### src/addr_match_map.vh
/*
 Address recognition constants: pad levels, call address defaults, enables.
 Assumes inclusion by the address match front end and its pad decoder.
*/
`ifndef ADDR_MATCH_MAP_VH
`define ADDR_MATCH_MAP_VH

// Pad level codes, 0 = tied low .. 4 = tied high
`define LEVEL_TIED_LOW 3'h0
`define LEVEL_PULLED_LOW 3'h1
`define LEVEL_FLOATING 3'h2
`define LEVEL_PULLED_HIGH 3'h3
`define LEVEL_TIED_HIGH 3'h4

// Weights of the quinary digits and the offset of the lowest address
`define PAD_TWO_WEIGHT 7'h19
`define PAD_ONE_WEIGHT 7'h05
`define ADDR_OFFSET 7'h01

// Group call address reset value (byte form, direction bit ignored)
`define GROUP_CALL_RESET 8'he0
`define GROUP_CALL_EN_RESET 1'b1

// Sub call enables after reset: a on, b and c off
`define SUB_CALL_EN_RESET 3'h1

// Reset call second byte following the general call byte
`define GENERAL_CALL_BYTE 8'h00
`define BUS_RESET_CALL_BYTE 8'h06

// Cycles of settled pad decode before the address is latched
`define PAD_SETTLE_CYCLES 4'h8

`endif

### src/i2c_target_address_match.v
/*
 I2C target address recognition: pad address latch, group and sub call
 matching, acknowledge of the address byte, pointer byte capture and the
 bus reset call. Assumes SCL/SDA pins and pad levels are asynchronous to clk_i
 and are resynchronised here; clk_i is much faster than SCL.
*/
`timescale 1ns/100ps
`include "addr_match_map.vh"

module i2c_target_address_match #(
	parameter [7:0] SUB_CALL_RESET = 8'hd4 // Arbitrary class code
) (
	// Clock and reset
	input wire clk_i,
	input wire rst_n_i,
	// Serial bus
	input wire scl_i,
	input wire sda_i,
	output reg sda_o,
	output reg sda_oe_n_o,
	// Address pads
	input wire [2:0] addr_pad_zero_i,
	input wire [2:0] addr_pad_one_i,
	input wire [2:0] addr_pad_two_i,
	output reg pad_sense_en_o,
	// Call address programming from the register stage
	input wire [7:0] group_call_address_i,
	input wire group_call_wr_i,
	input wire group_call_en_i,
	input wire [7:0] sub_call_address_i,
	input wire [2:0] sub_call_wr_i,
	input wire [2:0] sub_call_en_i,
	input wire sub_call_en_wr_i,
	// Results to the register stage
	output reg [6:0] own_address_o,
	output reg address_valid_o,
	output reg matched_o,
	output reg read_o,
	output reg [6:0] pointer_o,
	output reg pointer_increment_flag_o,
	output reg pointer_valid_o,
	output reg bus_reset_call_o,
	output reg [7:0] group_call_address_o,
	output reg group_call_en_o,
	output reg [7:0] sub_call_address_a_o,
	output reg [7:0] sub_call_address_b_o,
	output reg [7:0] sub_call_address_c_o,
	output reg [2:0] sub_call_en_o
);
	localparam ST_IDLE = 3'h0;
	localparam ST_ADDR = 3'h1;
	localparam ST_ACK = 3'h2;
	localparam ST_PTR = 3'h3;
	localparam ST_DATA = 3'h4;
	localparam ST_RST = 3'h5;
	localparam ST_SKIP = 3'h6;

	reg [1:0] scl_sync;
	reg [1:0] sda_sync;
	reg scl_prev;
	reg sda_prev;
	reg [8:0] pad_sync_a;
	reg [8:0] pad_sync_b;
	reg [3:0] settle;
	reg [2:0] state;
	reg [2:0] after_ack;
	reg [3:0] bit_cnt;
	reg [7:0] shift;
	reg ack_drive;
	reg is_general;
	reg reset_pending;
	reg soft_reset;
	wire scl_rise;
	wire scl_fall;
	wire start_cond;
	wire stop_cond;
	wire [6:0] decoded_address;
	wire decoded_valid;
	wire addr_hit;
	wire [7:0] sub_call_rd [0:2];
	wire [2:0] sub_hit;

	pad_level_decode u_decode (
		.addr_pad_zero_i(pad_sync_b[2:0]),
		.addr_pad_one_i(pad_sync_b[5:3]),
		.addr_pad_two_i(pad_sync_b[8:6]),
		.address_o(decoded_address),
		.valid_o(decoded_valid)
	);

	// Compare the top seven bits of a byte against a call address
	function call_match;
		input [7:0] rx;
		input [7:0] call;
		input en;
		begin
			call_match = en && (rx[7:1] == call[7:1]);
		end
	endfunction

	assign sub_call_rd[0] = sub_call_address_a_o;
	assign sub_call_rd[1] = sub_call_address_b_o;
	assign sub_call_rd[2] = sub_call_address_c_o;
	genvar gi;
	generate
		for (gi = 0; gi < 3; gi = gi + 1) begin : g_sub
			assign sub_hit[gi] = call_match(shift, sub_call_rd[gi], sub_call_en_o[gi]);
		end
	endgenerate

	assign scl_rise = scl_sync[1] && !scl_prev;
	assign scl_fall = !scl_sync[1] && scl_prev;
	assign start_cond = scl_sync[1] && scl_prev && sda_prev && !sda_sync[1];
	assign stop_cond = scl_sync[1] && scl_prev && !sda_prev && sda_sync[1];
	// Own address only counts once latched
	assign addr_hit = (address_valid_o && shift[7:1] == own_address_o) ||
		call_match(shift, group_call_address_o, group_call_en_o) || (|sub_hit);

	// Bus pins and pads: two flops before any use
	always @(posedge clk_i or negedge rst_n_i) begin
		if (!rst_n_i) begin
			scl_sync <= 2'h3;
			sda_sync <= 2'h3;
			scl_prev <= 1'b1;
			sda_prev <= 1'b1;
			pad_sync_a <= 9'h000;
			pad_sync_b <= 9'h000;
		end else begin
			scl_sync <= {scl_sync[0], scl_i};
			sda_sync <= {sda_sync[0], sda_i};
			scl_prev <= scl_sync[1];
			sda_prev <= sda_sync[1];
			pad_sync_a <= {addr_pad_two_i, addr_pad_one_i, addr_pad_zero_i};
			pad_sync_b <= pad_sync_a;
		end
	end

	// Pad address latch; a bus reset call restarts it like a reset
	always @(posedge clk_i or negedge rst_n_i) begin
		if (!rst_n_i) begin
			pad_sense_en_o <= 1'b1;
			settle <= 4'h0;
			address_valid_o <= 1'b0;
			own_address_o <= 7'h00;
		end else if (soft_reset) begin
			pad_sense_en_o <= 1'b1;
			settle <= 4'h0;
			address_valid_o <= 1'b0;
		end else if (pad_sense_en_o) begin
			// Wait for the synchroniser and pad sense to settle
			if (settle < `PAD_SETTLE_CYCLES)
				settle <= settle + 4'h1;
			else if (decoded_valid) begin
				own_address_o <= decoded_address;
				address_valid_o <= 1'b1;
				pad_sense_en_o <= 1'b0;
			end
		end
	end

	// Call address registers, volatile; reset call restores defaults
	always @(posedge clk_i or negedge rst_n_i) begin
		if (!rst_n_i) begin
			group_call_address_o <= `GROUP_CALL_RESET;
			group_call_en_o <= `GROUP_CALL_EN_RESET;
			sub_call_address_a_o <= SUB_CALL_RESET;
			sub_call_address_b_o <= SUB_CALL_RESET;
			sub_call_address_c_o <= SUB_CALL_RESET;
			sub_call_en_o <= `SUB_CALL_EN_RESET;
		end else if (soft_reset) begin
			group_call_address_o <= `GROUP_CALL_RESET;
			group_call_en_o <= `GROUP_CALL_EN_RESET;
			sub_call_address_a_o <= SUB_CALL_RESET;
			sub_call_address_b_o <= SUB_CALL_RESET;
			sub_call_address_c_o <= SUB_CALL_RESET;
			sub_call_en_o <= `SUB_CALL_EN_RESET;
		end else begin
			if (group_call_wr_i) begin
				group_call_address_o <= group_call_address_i;
				group_call_en_o <= group_call_en_i;
			end
			if (sub_call_wr_i[0])
				sub_call_address_a_o <= sub_call_address_i;
			if (sub_call_wr_i[1])
				sub_call_address_b_o <= sub_call_address_i;
			if (sub_call_wr_i[2])
				sub_call_address_c_o <= sub_call_address_i;
			if (sub_call_en_wr_i)
				sub_call_en_o <= sub_call_en_i;
		end
	end

	// Bit level engine: sample on SCL rise, change SDA after SCL fall
	always @(posedge clk_i or negedge rst_n_i) begin
		if (!rst_n_i) begin
			state <= ST_IDLE;
			after_ack <= ST_IDLE;
			bit_cnt <= 4'h0;
			shift <= 8'h00;
			ack_drive <= 1'b0;
			is_general <= 1'b0;
			reset_pending <= 1'b0;
			soft_reset <= 1'b0;
			matched_o <= 1'b0;
			read_o <= 1'b0;
			pointer_o <= 7'h00;
			pointer_increment_flag_o <= 1'b0;
			pointer_valid_o <= 1'b0;
			bus_reset_call_o <= 1'b0;
			sda_o <= 1'b0;
			sda_oe_n_o <= 1'b1;
		end else begin
			soft_reset <= 1'b0;
			bus_reset_call_o <= 1'b0;
			sda_o <= 1'b0;
			sda_oe_n_o <= !ack_drive;
			if (start_cond) begin
				// Every START is followed by an address byte
				state <= ST_ADDR;
				bit_cnt <= 4'h0;
				ack_drive <= 1'b0;
				matched_o <= 1'b0;
				pointer_valid_o <= 1'b0;
				reset_pending <= 1'b0;
			end else if (stop_cond) begin
				state <= ST_IDLE;
				ack_drive <= 1'b0;
				matched_o <= 1'b0;
				// Reset takes effect at STOP, after the call was acknowledged
				if (reset_pending) begin
					soft_reset <= 1'b1;
					bus_reset_call_o <= 1'b1;
				end
				reset_pending <= 1'b0;
			end else begin
				case (state)
				ST_ADDR, ST_PTR, ST_RST, ST_DATA: begin
					if (scl_rise && bit_cnt < 4'h8) begin
						shift <= {shift[6:0], sda_sync[1]};
						bit_cnt <= bit_cnt + 4'h1;
					end else if (scl_fall && bit_cnt == 4'h8) begin
						bit_cnt <= 4'h0;
						state <= ST_ACK;
						after_ack <= ST_SKIP;
						if (state == ST_ADDR) begin
							is_general <= (shift == `GENERAL_CALL_BYTE);
							if (shift == `GENERAL_CALL_BYTE) begin
								ack_drive <= 1'b1;
								after_ack <= ST_RST;
							end else if (addr_hit) begin
								ack_drive <= 1'b1;
								matched_o <= 1'b1;
								read_o <= shift[0];
								after_ack <= shift[0] ? ST_DATA : ST_PTR;
							end
						end else if (state == ST_PTR) begin
							pointer_o <= shift[6:0];
							pointer_increment_flag_o <= shift[7];
							pointer_valid_o <= 1'b1;
							ack_drive <= 1'b1;
							after_ack <= ST_DATA;
						end else if (state == ST_RST) begin
							if (is_general && shift == `BUS_RESET_CALL_BYTE) begin
								ack_drive <= 1'b1;
								reset_pending <= 1'b1;
							end
						end else begin
							// Data bytes belong to the register stage
							after_ack <= ST_DATA;
						end
					end
				end
				ST_ACK: begin
					// Hold SDA low through the ninth clock
					if (scl_fall) begin
						ack_drive <= 1'b0;
						state <= after_ack;
					end
				end
				ST_SKIP, ST_IDLE: begin
					ack_drive <= 1'b0;
				end
				default: begin
					state <= ST_IDLE;
				end
				endcase
			end
		end
	end
endmodule // i2c_target_address_match

### src/pad_level_decode.v
/*
 Combines three quinary pad levels into the 7-bit target address.
 Assumes level codes 0..4 from the pad sense comparators.
*/
`timescale 1ns/100ps
`include "addr_match_map.vh"

module pad_level_decode (
	// Pad levels
	input wire [2:0] addr_pad_zero_i,
	input wire [2:0] addr_pad_one_i,
	input wire [2:0] addr_pad_two_i,
	// Result
	output wire [6:0] address_o,
	output wire valid_o
);
	wire [6:0] two_term;
	wire [6:0] one_term;
	assign two_term = `PAD_TWO_WEIGHT * {4'h0, addr_pad_two_i};
	assign one_term = `PAD_ONE_WEIGHT * {4'h0, addr_pad_one_i};
	assign address_o = two_term + one_term + {4'h0, addr_pad_zero_i} + `ADDR_OFFSET;
	// Codes above tied high are not legal levels
	assign valid_o = (addr_pad_zero_i <= `LEVEL_TIED_HIGH) && (addr_pad_one_i <= `LEVEL_TIED_HIGH) &&
		(addr_pad_two_i <= `LEVEL_TIED_HIGH);
endmodule // pad_level_decode
### config.mk
export PLATFORM = sky130hd
export DESIGN_NAME = i2c_target_address_match
export DESIGN_NICKNAME = d
export VERILOG_FILES = /design/src/i2c_target_address_match.v /design/src/pad_level_decode.v
export VERILOG_INCLUDE_DIRS = /design/src
export SDC_FILE = /design/constraint.sdc
export NUM_CORES = 1
export LEC_CHECK = 0
export ABC_AREA = 0
export BUFFER_PORTS_ARGS = -buffer_cell sky130_fd_sc_hd__buf_2
export CORE_MARGIN = 5
export CORE_UTILIZATION = 55
export DETAILED_ROUTE_END_ITERATION = 7
export GPL_TIMING_DRIVEN = 0
export PLACE_DENSITY = 0.87
export RECOVER_POWER = 25
export SLEW_MARGIN = 10
export SYNTH_ARGS = -nofsm -noshare
export SYNTH_HDL_FRONTEND = slang
export SYNTH_SLANG_ARGS = --single-unit
export TNS_END_PERCENT = 10
### constraint.sdc
create_clock -name clk_i -period 5.2 [get_ports clk_i]
set_input_delay 0.26 -clock clk_i [delete_from_list [all_inputs] [get_ports clk_i]]
set_output_delay 0.26 -clock clk_i [all_outputs]
set_load 0.01 [all_outputs]
Word-level counts from Yosys, hierarchy flattened. Index checks and enable logic that the tools add are counted.

Bits in registers: 107. Bits of input ports: 38. Output and inout port bits: 59. Word-level logic and storage cells: 215.

$add $sub $neg: 5. Multiply operators: 2. Order comparisons: 5. Eq/ne operators: 28. Multiplexer cells: 76. Bitwise logic cells: 7. Reduce and logical (&&, ||, !) cells: 62.

Operators by type and width (number): two-way mux 8 bit (8); two-way mux 1 bit (45); == test 7 bit (5); two-way mux 3 bit (11); two-way mux 4 bit (8); nonzero test 2 bit (11); AND reduction 7 bit (3); nonzero test 3 bit (7); inequality test 6 bit, second input constant (3); AND reduction 6 bit (3); logical AND 1 bit (17); inequality test 3 bit, second input constant (5); inequality test 4 bit, second input constant (3); AND reduction 4 bit (3); == test 3 bit, second input constant (3); less-or-equal comparator 3 bit, second input constant (3); one-hot mux 3 bit (3 select lines) (1); adder 4 x 1 -> 4 bit, second input constant (2); == test 8 x 3 -> 1 bit, second input constant (1); logical NOT 8 bit (1); < comparator 4 bit, second input constant (2); inequality test 2 bit, second input constant (4); AND reduction 8 bit (1); adder 7 x 1 -> 7 bit, second input constant (1); other kinds (20) (34).

Longest topological paths before layout.
Depth after elaboration: 12. Gate-level depth with buffers: 12. Gate-level depth less buffers: 12.

By module. A second synthesis with hierarchy kept.

Cell total of the unflattened synthesis: 438. Area total of the unflattened synthesis: 5187.5 um2.

Modules (own cells, without submodules): i2c_target_address_match (instances 1, cells an instance 386, area each 4649.5 um2, sequential area each 2708.8 um2); pad_level_decode (instances 1, cells an instance 52, area each 538.0 um2, sequential area each 0.0 um2).

Worst setup path before layout. OpenSTA, ideal clock, no wires.

Path kind: reg2reg. Start point: register pad_sync_b[5]. End point: register own_address_o[5]. Setup time: 125 ps. Arrival time: 2821 ps. Data required time: 5075 ps. Slack: 2254 ps. Stages on the path, launching flop included: 10. Path buffers: 0. Clock period less this slack: 2946 ps. Cell sequence: dfrtp_1 -> ha_1 -> ha_1 -> ha_1 -> fa_1 -> fa_1 -> a21o_1 -> a21oi_1 -> xnor2_1 -> mux2_2.

Cells in the longest elaborated chain, start to end: 4. Elaborated cells on any way between the ends: 8. Those cells by class: add/sub (3); mul (1); order compare (1); reduce/logical (3).

RTL lines: start: declaration (RTL line i2c_target_address_match.v:63) `reg [8:0] pad_sync_b;`; start signal: assignment (RTL line i2c_target_address_match.v:134) `pad_sync_b <= pad_sync_a;`; multiplier 3 x 3 -> 6 bit (no line) / less-or-equal comparator 3 bit (equally long branches); adder 7 x 6 -> 7 bit / logical AND 1 bit (equally long branches) (RTL line pad_level_decode.v:21, pad_level_decode.v:23); adder 7 x 3 -> 7 bit / logical AND 1 bit (equally long branches) (RTL line pad_level_decode.v:21, pad_level_decode.v:23); adder 7 x 1 -> 7 bit (no line) / AND reduction 4 bit (equally long branches); end signal: assignment (RTL line i2c_target_address_match.v:154) `own_address_o <= decoded_address;`; end: declaration (RTL line i2c_target_address_match.v:35) `output reg [6:0] own_address_o,`.

Several ways; a longest one is shown, not always the timed one. A chain may end at the register's enable or synchronous reset.

Worst setup path after layout. Same ends and word-level chain as after synthesis.

==> impl_metrics.py <==
metrics = {
    "hold_path": {
        "min_path_type": "primary input to flop",
    },
    "worst_setup_path": {
        "cp.required_ps": 5460,
        "crit_fanout": 3,
        "cp.arrival_ps": 3390,
        "end_kind": "flop",
        "worstSetupPathType": "flop to flop",
        "start_kind": "flop",
    },
    "grt": {
        "grtUsageTotal_pct": 21.8,
        "grt_pass1_vias": 4027,
        "grt_start_max_net_pins": 62,
        "grt_pass1_wl_mm": 19.7,
        "overflow": 0,
        "grt_antenna_before_repair": 0,
    },
    "logic_synthesis": {
        "synth-seq-area-share_pct": 52.2,
        "synth_nets": 513,
        "synth_cell_types": 46,
        "ys_seq_elements": 107,
        "synthTopCellsByArea": "dfrtp_1, dfstp_2, mux2i_1",
        "yosysWarningCount": 0,
        "yosysTopAreaCellShare_pct": 39.5,
        "yosysTopAreaCell": "dfrtp_1",
        "netlist_instances": 445,
        "synthArstFlopShare_pct": 100,
        "netlist_area_sq_mm": 0.00519,
        "synth_ff_type": "dfrtp_1",
        "synth-edff-count": 0,
        "syn_area_per_cell_sq_um": 11.7,
    },
    "place": {
        "portBuffers": 91,
        "hpwl_mm": 8.83,
        "place_ws_ps": 2080,
        "gp_congestion": 0.903,
    },
    "floorplanning": {
        "die_x_um": 107,
        "core_sq_mm": 0.00924,
        "num_rows": 35,
        "die-area_sq_mm": 0.0115,
        "initial_core_util_pct": 56.2,
        "die_h_um": 107,
        "pin_count": 97,
    },
    "routing": {
        "ant_nets": 0,
        "drc": 0,
        "wl_per_cell_um": 17.4,
        "vias_per_cell": 5.40,
        "vias": 3748,
        "drt_pre_antenna_iters": 5,
        "drt-total-wl_mm": 12.1,
        "drtIter0Drc": 188,
    },
    "clock_network": {
        "cts_sinks": 107,
        "path_clk_slew_ps": 100,
        "cts_buffer_depth": 2,
        "cts_resized": 0,
        "worstSkewPairLatency_ps": 380,
        "cts_htree_levels": 3,
        "root_buffer": "clkbuf_8",
        "post_cts_buffers": 0,
        "cts_made_buffers": 9,
        "cts_tree": "built",
    },
    "timing": {
        "rsz0062_at_grt": "no",
        "relSlewSlack_pct": -71.4,
        "timing.final.crit_share_pct": 60.1,
        "worst_slew_pin_slew_ps": 2570,
        "fin_worst_skew_ps": 8.18,
        "finalSetupViolations": 0,
        "max_freq_ghz": 0.320,
        "final_max_slew_viol_count": 47,
        "post-route-min-period_ps": 3130,
        "report.final.hold_viol_count": 0,
        "fin_ws_ps": 2070,
        "finalSetupTns_ps": 0,
    },
    "cells_and_area": {
        "area_growth_syn_to_layout_pct": 18.9,
        "seq_area_sq_mm": 0.00271,
        "nets": 628,
        "drive_gt1_share_pct": 30.4,
        "fillCellCount": 699,
        "layout_commonest_cell": "buf_2",
        "mostFrequentLayoutCells": "buf_2, dfrtp_1, nor2_1",
        "multi_input_area_sq_mm": 0.00230,
        "antenna_cells": 0,
    },
    "power": {
        "pwr-share-seq_pct": 52.7,
        "ir_worst_vdd_v": 0.000165,
        "leakage_nw": 3.17,
        "pwr-share-comb_pct": 15.4,
        "power.switching_w": 0.000468,
        "p_int_w": 0.00128,
        "p_sw_share_pct": 26.8,
        "power_density_mw_per_mm2": 283,
        "p_clk_share_pct": 31.9,
    },
    "outcome": {
        "failed_checks": "capacitance limit, slew limit",
        "status": "finished with violations",
    },
    "run": {
        "drv_cap": 1,
    },
}
-- cells in the mapped netlist, drive strengths merged, types with 2 or more instances --
cell type / number
a211oi: 3
dfstp: 25
clkbuf: 9
and3: 5
a41oi: 2
nand3: 9
inv: 15
mux2i: 38
a21o: 5
nor3: 3
xnor2: 35
nor2: 47
ha: 25
nand4: 9
fa: 5
xor2: 10
nand2: 37
nor2b: 5
nand2b: 4
mux2: 22
buf: 12
o21ai: 9
a21oi: 11
nor3b: 2
dfrtp: 82
nor4: 2
-- worst max-delay path: stages, from the launching register on --
cell	delay [ps]
dfrtp_1	420
ha_1	290
ha_1	280
ha_1	320
fa_1	520
fa_1	490
a21o_1	180
a21oi_1	170
xnor2_1	90
mux2_2	260
-- worst paths after layout --
kind	from	end	slack (ps)	cells past startpoint
worst max-delay path	pad_sync_b[5]	own_address_o[5]	2070	9
worst min-delay path	group_call_address_i[6]	group_call_address_o[6]	110	3
worst max register to register	pad_sync_b[5]	own_address_o[5]	2070	9
worst min register to register	pad_sync_a[8]	pad_sync_b[8]	360	0
max in group asynchronous	rst_n_i	pad_sync_b[7]	2520	2
min in group asynchronous	rst_n_i	reset_pending	1230	2
-- power groups by stage --
stage	clock (W)	combinational (W)	sequential (W)
after floorplan	0	0.000147	0.000941
after global placement	0	0.000242	0.000933
after detailed placement	0	0.000261	0.000935
after CTS	0.000561	0.000272	0.000920
after global routing	0.000597	0.000300	0.000926
final	0.000559	0.000269	0.000921
-- state kept, by name, indices dropped and copies added, names as in the netlist, 2 cells and up --
register / cells
pad_sync_a: 9
pad_sync_b: 9
group_call_address_o: 8
shift: 8
sub_call_address_a_o: 8
sub_call_address_b_o: 8
sub_call_address_c_o: 8
own_address_o: 7
pointer_o: 7
bit_cnt: 4
settle: 4
after_ack: 3
state: 3
sub_call_en_o: 3
scl_sync: 2
sda_sync: 2
-- timing repair --
item,CTS,global route
hold buffers,12,0
endpoints found under the hold margin,47,0
endpoints found under the setup margin,0,0
-- area by class of cell --
cell class              count  area share (%)
flip-flops and latches    107            43.9
multi-input cells         301            37.3
repair buffers            104            9.75
well taps                 129            2.62
clock buffers               9            2.01
plain buffers              21            1.95
clock inverters             7            1.50
inverters                  16           0.973
-- cell families (layout without fill, tap and decap cells) --
kind of cell	count (synthesis)	after routing	share of synthesized area [%]
adder cells (fa/ha/maj)	30	30	7.95
buffers and inverters	37	157	3.47
flip-flops	107	107	52.2
AO/OA/AOI/OAI	38	38	4.68
multiplexers	60	60	12.1
XOR/XNOR	45	45	7.59
AND/OR/NAND/NOR	127	127	12.0
other	1	1	0.0722
-- layer usage --
layer	global-route usage, %	routed length [um]	up-vias
li1	-	-	1731
met1	26.1	4750	1877
met2	39.1	6500	112
met3	3.19	589	28
met4	8.49	255	0
met5	0	0	-
-- through the flow --
stage | hold slack (ps) | util (%) | std cells | power [W] | area [sq um]
2_1_floorplan | -35.6 | - | 445 | 0.00109 | 5190
3_3_place_gp | 331 | 62.9 | 665 | 0.00117 | 5810
3_5_place_dp | 311 | 63.2 | 666 | 0.00120 | 5840
4_1_cts | 107 | 66.8 | 694 | 0.00175 | 6170
5_1_grt | 128 | 66.8 | 694 | 0.00182 | 6170
6_report | 115 | 66.8 | 694 | 0.00175 | 6170
No activity file was read; power rests on OpenSTA's default activity.
